## src/shared/pcms_pkg.sv

```systemverilog
// constants and types for the phy config and mii status block
package pcms_pkg;
    // ------------------------------------------------------------
    // clock and heartbeat timing
    // ------------------------------------------------------------
    localparam int CLK_PERIOD_NS = 40;
    localparam int SQE_DELAY_NS = 800;
    localparam int SQE_WIDTH_NS = 1000;
    localparam logic [7:0] SQE_DELAY_CYC =
        8'((SQE_DELAY_NS + CLK_PERIOD_NS - 1) / CLK_PERIOD_NS);
    localparam logic [7:0] SQE_WIDTH_CYC =
        8'((SQE_WIDTH_NS + CLK_PERIOD_NS - 1) / CLK_PERIOD_NS);

    // ------------------------------------------------------------
    // register indices (byte address = index * 4)
    // ------------------------------------------------------------
    localparam logic [5:0] REG_CTRL_IDX = 6'h00;
    localparam logic [5:0] REG_STAT_IDX = 6'h01;
    localparam logic [5:0] REG_MDIO_IDX = 6'h02;
    localparam logic [5:0] REG_EXT_IDX = 6'h12;

    // ------------------------------------------------------------
    // reset values and field positions
    // ------------------------------------------------------------
    localparam logic [7:0] CTRL_RST = 8'h00;
    localparam logic [7:0] EXT_RST = 8'h00;
    localparam int CTRL_SPEED_BIT = 0;
    localparam int CTRL_FDX_BIT = 1;
    localparam int CTRL_ROLE_BIT = 2;
    localparam int CTRL_MDIO_EN_BIT = 3;
    localparam int CTRL_MDIO_VAL_BIT = 4;
    localparam int EXT_INHIBIT_BIT = 2;
    localparam int STAT_LOCK_BIT = 0;
    localparam int STAT_LINK_BIT = 1;
    localparam int STAT_SPEED_BIT = 2;
    localparam int STAT_FDX_BIT = 3;
    localparam int STAT_ROLE_BIT = 4;
    localparam int STAT_SWMODE_BIT = 5;
    localparam int STAT_HM_LSB = 6;
    localparam int STAT_COL_BIT = 8;
    localparam int STAT_CRS_BIT = 9;
    localparam int STAT_RXACT_BIT = 10;
    localparam int MDIO_CAP_W = 16;
    localparam int SYM_W = 10;

    // ------------------------------------------------------------
    // enumerations
    // ------------------------------------------------------------
    typedef enum logic [1:0] {
        HM_MII = 2'b00,
        HM_SYMBOL = 2'b01,
        HM_SERIAL = 2'b10,
        HM_PULSE = 2'b11
    } pcms_host_mode_t;

    typedef enum logic [1:0] {
        HB_IDLE = 2'b00,
        HB_WAIT = 2'b01,
        HB_PULSE = 2'b10
    } pcms_hb_state_t;
endpackage

```

## src/hdl/pcms_heartbeat.sv

```systemverilog
// heartbeat (sqe test) pulse generator after end of transmit
`timescale 1ns/1ps
module pcms_heartbeat (
    input wire logic clk_i,
    input wire logic srst_i,
    input wire logic enable_i,
    input wire logic tx_en_i,
    output logic sqe_o
);
    import pcms_pkg::*;

    pcms_hb_state_t state_r;
    logic [7:0] cnt_r;
    logic tx_q_r;

    // ------------------------------------------------------------
    // sequencer
    // ------------------------------------------------------------
    always_ff @(posedge clk_i) begin
        if (srst_i) begin
            tx_q_r <= 1'b0;
        end else begin
            tx_q_r <= tx_en_i;
        end
    end

    always_ff @(posedge clk_i) begin
        if (srst_i || !enable_i) begin
            state_r <= HB_IDLE;
            cnt_r <= 8'h00;
            sqe_o <= 1'b0;
        end else begin
            case (state_r)
                HB_IDLE: begin
                    sqe_o <= 1'b0;
                    if (tx_q_r && !tx_en_i) begin
                        state_r <= HB_WAIT;
                        cnt_r <= SQE_DELAY_CYC;
                    end
                end
                HB_WAIT: begin
                    if (cnt_r <= 8'h01) begin
                        state_r <= HB_PULSE;
                        cnt_r <= SQE_WIDTH_CYC;
                        sqe_o <= 1'b1;
                    end else begin
                        cnt_r <= cnt_r - 8'h01;
                    end
                end
                HB_PULSE: begin
                    if (cnt_r <= 8'h01) begin
                        state_r <= HB_IDLE;
                        sqe_o <= 1'b0;
                    end else begin
                        cnt_r <= cnt_r - 8'h01;
                    end
                end
                default: begin
                    state_r <= HB_IDLE;
                    sqe_o <= 1'b0;
                end
            endcase
        end
    end

    a_hb_inhibit_quiet:
    assert property (@(posedge clk_i) disable iff (srst_i) !enable_i |=> !sqe_o)
        else $error("heartbeat pulse while disabled");

    a_hb_start_delay:
    assert property (@(posedge clk_i) disable iff (srst_i)
        (state_r == HB_IDLE && tx_q_r && !tx_en_i && enable_i) |=> !sqe_o)
        else $error("heartbeat pulse without delay");
endmodule // pcms_heartbeat

```

## src/hdl/pcms_top.sv

```systemverilog
// strap configuration, mii status, collision and carrier sense
//
// The Wishbone register port and the register offsets are this design's own decisions.
`timescale 1ns/1ps
module pcms_top (
    input wire logic clk_i,
    input wire logic rst_i,
    input wire logic chip_reset_low_i,
    // straps
    input wire logic config_source_select_i,
    input wire logic host_port_type_i,
    input wire logic serial_or_pulse_select_i,
    input wire logic station_role_select_i,
    input wire logic duplex_select_i,
    input wire logic speed_select_i,
    output logic speed_select_o,
    output logic speed_select_oe_o,
    // line side status
    input wire logic rx_lock_i,
    input wire logic link_ok_i,
    input wire logic signal_detect_i,
    input wire logic serial_link_status_i,
    input wire logic rx_unsquelched_i,
    input wire logic [pcms_pkg::SYM_W-1:0] rx_symbol_i,
    input wire logic rx_symbol_valid_i,
    // mac side
    input wire logic tx_en_i,
    output logic col_o,
    output logic crs_o,
    output logic cipher_lock_o,
    output logic link_up_indicator_o,
    // management
    input wire logic mdc_i,
    input wire logic mdio_i,
    output logic mdio_o,
    output logic mdio_oe_o,
    // wishbone slave
    input wire logic wb_cyc_i,
    input wire logic wb_stb_i,
    input wire logic wb_we_i,
    input wire logic [7:0] wb_adr_i,
    input wire logic [3:0] wb_sel_i,
    input wire logic [31:0] wb_dat_i,
    output logic [31:0] wb_dat_o,
    output logic wb_ack_o
);
    import pcms_pkg::*;

    // ------------------------------------------------------------
    // declarations
    // ------------------------------------------------------------
    logic srst;
    logic [7:0] ctrl_r;
    logic [7:0] ext_r;
    logic [MDIO_CAP_W-1:0] mdio_cap_r;
    logic mdc_q_r;
    logic mdc_rise;
    logic mdc_fall;
    logic sw_mode;
    logic speed100;
    logic full_dpx;
    logic repeater;
    logic inhibit;
    logic sym_hit;
    logic sym_act_r;
    logic rx_act;
    logic sqe;
    logic hb_enable;
    logic col_nxt;
    logic crs_nxt;
    logic link_nxt;
    pcms_host_mode_t host_mode;
    logic [SYM_W-3:0] far_zero;
    logic [5:0] wb_idx;
    logic wb_req;
    logic [31:0] rd_nxt;
    logic [31:0] stat_w;

    // ------------------------------------------------------------
    // reset
    // ------------------------------------------------------------
    assign srst = rst_i || !chip_reset_low_i;

    // ------------------------------------------------------------
    // mode selection
    // ------------------------------------------------------------
    assign sw_mode = config_source_select_i;
    assign speed100 = sw_mode ? ctrl_r[CTRL_SPEED_BIT] : speed_select_i;
    assign full_dpx = sw_mode ? ctrl_r[CTRL_FDX_BIT] : duplex_select_i;
    assign repeater = ctrl_r[CTRL_ROLE_BIT];
    assign inhibit = ext_r[EXT_INHIBIT_BIT];

    always_comb begin
        if (!host_port_type_i) begin
            host_mode = HM_MII;
        end else if (speed100) begin
            host_mode = HM_SYMBOL;
        end else if (serial_or_pulse_select_i) begin
            host_mode = HM_SERIAL;
        end else begin
            host_mode = HM_PULSE;
        end
    end

    always_ff @(posedge clk_i) begin
        if (srst) begin
            speed_select_oe_o <= 1'b0;
            speed_select_o <= 1'b0;
        end else begin
            speed_select_oe_o <= sw_mode;
            speed_select_o <= ctrl_r[CTRL_SPEED_BIT];
        end
    end

    // ------------------------------------------------------------
    // receive activity
    // ------------------------------------------------------------
    genvar gi;
    generate
        for (gi = 0; gi < SYM_W - 2; gi++) begin : g_zero
            assign far_zero[gi] = !rx_symbol_i[gi] && !(&rx_symbol_i[SYM_W-1:gi+2]);
        end
    endgenerate

    assign sym_hit = |far_zero;

    always_ff @(posedge clk_i) begin
        if (srst) begin
            sym_act_r <= 1'b0;
        end else if (rx_symbol_valid_i) begin
            sym_act_r <= sym_hit;
        end
    end

    assign rx_act = speed100 ? sym_act_r : rx_unsquelched_i;

    // ------------------------------------------------------------
    // heartbeat test
    // ------------------------------------------------------------
    assign hb_enable = !repeater && !full_dpx && !speed100 && !inhibit;

    pcms_heartbeat u_heartbeat (
        .clk_i(clk_i),
        .srst_i(srst),
        .enable_i(hb_enable),
        .tx_en_i(tx_en_i),
        .sqe_o(sqe)
    );

    // ------------------------------------------------------------
    // collision and carrier sense
    // ------------------------------------------------------------
    always_comb begin
        col_nxt = 1'b0;
        crs_nxt = rx_act;
        if (!full_dpx) begin
            col_nxt = (tx_en_i && rx_act) || sqe;
            if (!repeater) begin
                crs_nxt = rx_act || tx_en_i;
            end
        end
    end

    // registered on clk only; not aligned to rx or tx clocks
    always_ff @(posedge clk_i) begin
        if (srst) begin
            col_o <= 1'b0;
            crs_o <= 1'b0;
        end else begin
            col_o <= col_nxt;
            crs_o <= crs_nxt;
        end
    end

    // ------------------------------------------------------------
    // lock and link status
    // ------------------------------------------------------------
    always_comb begin
        case (host_mode)
            HM_MII: link_nxt = link_ok_i;
            HM_SYMBOL: link_nxt = signal_detect_i;
            HM_SERIAL: link_nxt = serial_link_status_i;
            HM_PULSE: link_nxt = signal_detect_i;
            default: link_nxt = 1'b0;
        endcase
    end

    always_ff @(posedge clk_i) begin
        if (srst) begin
            cipher_lock_o <= 1'b0;
            link_up_indicator_o <= 1'b0;
        end else begin
            cipher_lock_o <= rx_lock_i;
            link_up_indicator_o <= link_nxt;
        end
    end

    // ------------------------------------------------------------
    // management data line
    // ------------------------------------------------------------
    assign mdc_rise = mdc_i && !mdc_q_r;
    assign mdc_fall = !mdc_i && mdc_q_r;

    always_ff @(posedge clk_i) begin
        if (srst) begin
            mdc_q_r <= 1'b0;
            mdio_cap_r <= '0;
        end else begin
            mdc_q_r <= mdc_i;
            if (mdc_rise) begin
                mdio_cap_r <= {mdio_cap_r[MDIO_CAP_W-2:0], mdio_i};
            end
        end
    end

    always_ff @(posedge clk_i) begin
        if (srst) begin
            mdio_oe_o <= 1'b0;
            mdio_o <= 1'b0;
        end else if (mdc_fall) begin
            mdio_oe_o <= ctrl_r[CTRL_MDIO_EN_BIT];
            mdio_o <= ctrl_r[CTRL_MDIO_VAL_BIT] && ctrl_r[CTRL_MDIO_EN_BIT];
        end
    end

    // ------------------------------------------------------------
    // wishbone register file
    // ------------------------------------------------------------
    assign wb_idx = wb_adr_i[7:2];
    assign wb_req = wb_cyc_i && wb_stb_i && !wb_ack_o;

    always_comb begin
        stat_w = 32'h0000_0000;
        stat_w[STAT_LOCK_BIT] = cipher_lock_o;
        stat_w[STAT_LINK_BIT] = link_up_indicator_o;
        stat_w[STAT_SPEED_BIT] = speed100;
        stat_w[STAT_FDX_BIT] = full_dpx;
        stat_w[STAT_ROLE_BIT] = repeater;
        stat_w[STAT_SWMODE_BIT] = sw_mode;
        stat_w[STAT_HM_LSB+1:STAT_HM_LSB] = host_mode;
        stat_w[STAT_COL_BIT] = col_o;
        stat_w[STAT_CRS_BIT] = crs_o;
        stat_w[STAT_RXACT_BIT] = rx_act;
    end

    always_comb begin
        case (wb_idx)
            REG_CTRL_IDX: rd_nxt = {24'h00_0000, ctrl_r};
            REG_STAT_IDX: rd_nxt = stat_w;
            REG_MDIO_IDX: rd_nxt = {16'h0000, mdio_cap_r};
            REG_EXT_IDX: rd_nxt = {24'h00_0000, ext_r};
            default: rd_nxt = 32'h0000_0000;
        endcase
    end

    always_ff @(posedge clk_i) begin
        if (srst) begin
            wb_ack_o <= 1'b0;
            wb_dat_o <= 32'h0000_0000;
        end else begin
            wb_ack_o <= wb_req;
            if (wb_req && !wb_we_i) begin
                wb_dat_o <= rd_nxt;
            end
        end
    end

    // role defaults to the strap while in reset
    always_ff @(posedge clk_i) begin
        if (srst) begin
            ctrl_r <= CTRL_RST;
            ctrl_r[CTRL_ROLE_BIT] <= station_role_select_i;
        end else if (wb_req && wb_we_i && wb_sel_i[0] && wb_idx == REG_CTRL_IDX) begin
            ctrl_r <= wb_dat_i[7:0];
        end
    end

    always_ff @(posedge clk_i) begin
        if (srst) begin
            ext_r <= EXT_RST;
        end else if (wb_req && wb_we_i && wb_sel_i[0] && wb_idx == REG_EXT_IDX) begin
            ext_r <= wb_dat_i[7:0];
        end
    end

    // ------------------------------------------------------------
    // checks
    // ------------------------------------------------------------
    a_col_fdx_low:
    assert property (@(posedge clk_i) disable iff (srst) full_dpx |=> !col_o)
        else $error("collision in full duplex");

    a_col_on_overlap:
    assert property (@(posedge clk_i) disable iff (srst)
        (!full_dpx && tx_en_i && rx_act) |=> col_o)
        else $error("no collision on tx and rx overlap");

    a_crs_half_tx:
    assert property (@(posedge clk_i) disable iff (srst)
        (!full_dpx && !repeater && tx_en_i) |=> crs_o)
        else $error("no carrier sense on own transmit");

    a_crs_rx_only:
    assert property (@(posedge clk_i) disable iff (srst)
        ((full_dpx || repeater) && !rx_act) |=> !crs_o)
        else $error("carrier sense from transmit in full duplex or repeater");

    a_idle_quiet:
    assert property (@(posedge clk_i) disable iff (srst)
        (!tx_en_i && !rx_act && !sqe) |=> (!crs_o && !col_o))
        else $error("col or crs high while idle");

    a_speed_pin_dir:
    assert property (@(posedge clk_i) disable iff (srst)
        1'b1 |=> (speed_select_oe_o == $past(config_source_select_i)))
        else $error("speed pin direction wrong for mode");

    a_link_mii_map:
    assert property (@(posedge clk_i) disable iff (srst)
        (host_mode == HM_MII) |=> (link_up_indicator_o == $past(link_ok_i)))
        else $error("link indicator not link status in mii");

    a_lock_follow:
    assert property (@(posedge clk_i) disable iff (srst)
        1'b1 |=> (cipher_lock_o == $past(rx_lock_i)))
        else $error("lock output does not follow lock");

    a_sym_detect:
    assert property (@(posedge clk_i) disable iff (srst)
        (rx_symbol_valid_i && sym_hit) |=> sym_act_r)
        else $error("symbol with split zeros not seen as activity");

    a_mdio_on_fall:
    assert property (@(posedge clk_i) disable iff (srst)
        $changed(mdio_oe_o) |-> $past(mdc_fall))
        else $error("mdio enable changed away from mdc fall");

    a_reset_quiet:
    assert property (@(posedge clk_i) !chip_reset_low_i |=> (!col_o && !crs_o && !wb_ack_o))
        else $error("outputs active during chip reset");
endmodule // pcms_top

```

## config.mk

```make
export PLATFORM = sky130hd
export DESIGN_NAME = pcms_top
export DESIGN_NICKNAME = d
export VERILOG_FILES = /design/src/shared/pcms_pkg.sv /design/src/hdl/pcms_heartbeat.sv /design/src/hdl/pcms_top.sv
export SDC_FILE = /design/constraint.sdc
export NUM_CORES = 1
export LEC_CHECK = 0
export ABC_AREA = 1
export BUFFER_PORTS_ARGS = -buffer_cell sky130_fd_sc_hd__buf_4
export CAP_MARGIN = 20
export CORE_MARGIN = 2
export CORE_UTILIZATION = 35
export CTS_BUF_LIST = sky130_fd_sc_hd__clkbuf_2 sky130_fd_sc_hd__clkbuf_4 sky130_fd_sc_hd__clkbuf_8
export DETAILED_ROUTE_END_ITERATION = 8
export PLACE_DENSITY = 0.69
export SYNTH_ARGS = -nofsm -noshare
export SYNTH_HDL_FRONTEND = slang
export SYNTH_HIERARCHICAL = 1
export SYNTH_SLANG_ARGS = --single-unit
```

## constraint.sdc

```tcl
create_clock -name clk_i -period 1.85 [get_ports clk_i]
set_input_delay 0.37 -clock clk_i [delete_from_list [all_inputs] [get_ports clk_i]]
set_output_delay 0.37 -clock clk_i [all_outputs]
set_load 0.1 [all_outputs]
```

==> summary.md <==
| Metric | Value |
|---|---|
| Antenna violations before repair | `0` |
| Count of final setup violators | `0` |
| Slew Viols, Final | `0` |
| Hold-fix buffers, CTS | `0` |
| Met3 Use GR | `3.31%` |
| Core Area | `9860 um^2` |
| CTS max path bufs | `2` |
| Synth warn | `6` |
| Fin nets | `686` |
| Main combinational cell family by area after synthesis | `simple AND/OR/NAND/NOR gates` |
| Status | `completed` |
| Most used routing layer | `met2` |
| Final RePlAce weighted congestion | `0.873` |
| Post-CTS setup repair buffer count | `0` |
| Root Driver | `clkbuf_8` |
| Register area | `1430 um^2` |
| Area of the multi-input gates | `1730 um^2` |
| Clock-pin slew of the registers on the worst-case setup and hold paths | `0.07 ns` |
| IO Pins | `116` |
| Setup TNS | `0 ns` |
| Simple-Gate Fraction of Synth Area | `29.7%` |
| Post-cts sizing count | `0` |
| Synth async-reset ratio | `0%` |
| Setup Crit Path Kind | `reg2reg` |
| Worst setup SP type | `flip-flop` |
| GR Layer Usage met1 | `19.2%` |
| Share of layout cells above drive strength 1 | `20.4%` |
| WP buf/inv | `1` |
| Post-synth EDFFs | `1` |
| Rows | `36` |
| Final hold slack | `0.247 ns` |
| Sequential area share after synthesis | `39.9%` |
| Post-DR wirelength/cell | `11.8 um` |
| Yosys reg bits | `71` |
| Req. time, crit path | `2.10 ns` |
| Initial DRC count | `173` |
| Crit path top cell by count | `nand2_1` |
| Final ANT Viol Nets | `0` |
| DRT Pass-1 Iters | `5` |
| Max incr delay on CP | `0.32 ns` |
| H-Tree Depth | `3` |
| Adder-cell area share of the yosys netlist | `2.09%` |
| Distinct cell type count after synthesis | `34` |
| Pre-CTS WS | `0.159 ns` |
| Worst Tran Pin Value | `0.542 ns` |
| Number of fill cells | `1007` |
| Relative slew slack | `63.9%` |
| Met2 usage | `27.7%` |
| FMAX | `0.623 GHz` |
| Dpl cells | `727` |
| Clock skew | `0.00525 ns` |
| Die area | `11100 um^2` |
| Final worst-path cycle share | `86.8%` |
| Max-cap viol count | `0` |
| Multiplexer share of the synthesized area | `0%` |
| CTS tree | `built` |
| First-pass GRT wire length | `14.4 mm` |
| DR DRC count | `0` |
| Slowest cell on the critical path | `dfxtp_1` |
| Vias in the first global route | `3186` |
| Critical path arrival | `1.85 ns` |
| Routed vias | `3438` |
| Area Overhead vs Synth | `23.7%` |
| Overall Global Routing Usage | `16.2%` |
| Worst Hold Class | `in2reg` |
| Cell count after synthesis | `527` |
| Synth Cell Area | `3580 um^2` |
| Most frequent cells in the layout | `nand2_1 (102), nor2_1 (102), buf_4 (81), dfxtp_1 (69), inv_1 (67)` |
| Minimum clock period | `1.61 ns` |
| I/O Buffers | `70` |
| Largest area contributor in the synthesized netlist | `dfxtp_1` |
| Final Non-Filler Cells | `742` |
| RSZ-0062 raised after global routing | `no` |
| Die Width | `105 um` |
| Pin count of the biggest net entering global routing | `35` |
| Peak supply drop | `0.303 mV` |
| WL final | `8.79 mm` |
| CP max FO | `6` |
| Clock Latency Late Sink | `0.34 ns` |
| Xor and xnor fraction of the mapped netlist area | `0.244%` |
| Ant diodes | `0` |
| Slack of the critical path | `0.245 ns` |
| Starting density of the core | `36.3%` |
| Most used DFF post-synth | `dfxtp_1` |
| Die height | `105 um` |
| Total leakage power | `1.93 nW` |
| Top delay family on crit path | `simple AND/OR/NAND/NOR gates` |
| Hold Vio Cnt, Final | `0` |
| Total gr overflow | `0` |
| Via/cell ratio | `4.63` |
| HPWL after DPL | `6.91 mm` |
| Yosys top cell area share | `39.1%` |
| CTS Buf Count | `9` |
| Cell Pwr Density | `762 nW/um^2` |
| Compound-Gate Fraction of Synth Area | `14.6%` |
| Crit end category | `flip-flop` |
| Crit path cell chain | `inv_1 > ha_1 > nor2_2 > nor2_4 > nand2_1 > nand2_1 > nand2_1 > nand2_1 > nand2_1 > nand2_1 > nor2_2` |
| Average size of a mapped cell | `6.80 um^2` |
| Synth area leaders | `dfxtp_1 (39%), nand2_1 (11%), nor2_1 (11%)` |
| CTS sink cnt | `71` |
[metrics by stage]
stage	total power, W	instance area (um^2)	utilization (%)
detailed placement	0.00206	4220	42.8
global placement	0.00205	4220	42.8
finish	0.00338	4430	45.0
global route	0.00350	4430	45.0
floorplan	0.00194	3640	-
CTS	0.00340	4430	45.0
[layer usage]
metal,part of all wire [%],vias up
met5,0,-
met4,2.1,0
met3,5.1,20
met2,48,115
met1,45,1533
li1,-,1770
[worst reg2reg max path, cell delays in order (launching register included)]
cell     delay (ns)
dfxtp_1        0.32
inv_1          0.11
ha_1           0.28
nor2_2         0.08
nor2_4         0.16
nand2_1        0.12
nand2_1        0.10
nand2_1        0.11
nand2_1        0.08
nand2_1        0.04
nand2_1        0.07
nor2_2         0.03
[report_power, final]
group	switching (W)	internal [W]
combinational	0.000328	0.000124
clock	0.000559	0.000799
sequential	0.0000122	0.00156
[state kept, by name, indices dropped and copies added, names as in the netlist, 2 cells and up]
register / count
ctrl_r: 8
ext_r: 8
mdio_cap_r: 16
u_heartbeat/cnt_r: 8
u_heartbeat/state_r: 2
wb_dat_o: 16
[worst paths after layout]
path | from | endpoint | slack [ns] | depth (start not counted)
max | u_heartbeat/cnt_r[0]$_SDFFE_PP0P_ | u_heartbeat/cnt_r[5]$_SDFFE_PP0P_ | 0.24 | 11
min reg2reg | ext_r[3]$_SDFFE_PP0P_ | ext_r[3]$_SDFFE_PP0P_ | 0.46 | 2
min | rx_lock_i | cipher_lock_o$_SDFF_PP0_ | 0.25 | 3
max reg2reg | u_heartbeat/cnt_r[0]$_SDFFE_PP0P_ | u_heartbeat/cnt_r[5]$_SDFFE_PP0P_ | 0.24 | 11
[cell usage after synthesis, types with 2 or more instances]
cell type    n
inv_2        5
nand3_4      2
o211ai_1     2
nor2_1     102
a21oi_2      2
nor2_2       6
buf_6        2
o21ai_0     35
clkbuf_1     9
nor2_4       4
inv_1       67
buf_4       16
a31oi_1      2
dfxtp_1     70
o21ai_2      2
nand2_1    102
a21oi_1     51
ha_1         6
nand3_1     26
nand3_2      2
[cells by family after synthesis]
kind of cell    count (synthesis)
xor+xnor                        1
buf+inv                       103
compound gates                 97
flops                          71
simple gates                  248
other cells                     1
fa+ha+maj                       6
[layout make-up]
type,count,share of cell area [%]
repair buffers,81,13.7
clock inverters,4,1.58
inverters,74,6.32
well taps,133,3.75
clock buffers,11,3.27
multi-input cells,368,39.1
flip-flops and latches,71,32.3
(Power assumes the default switching activity.)
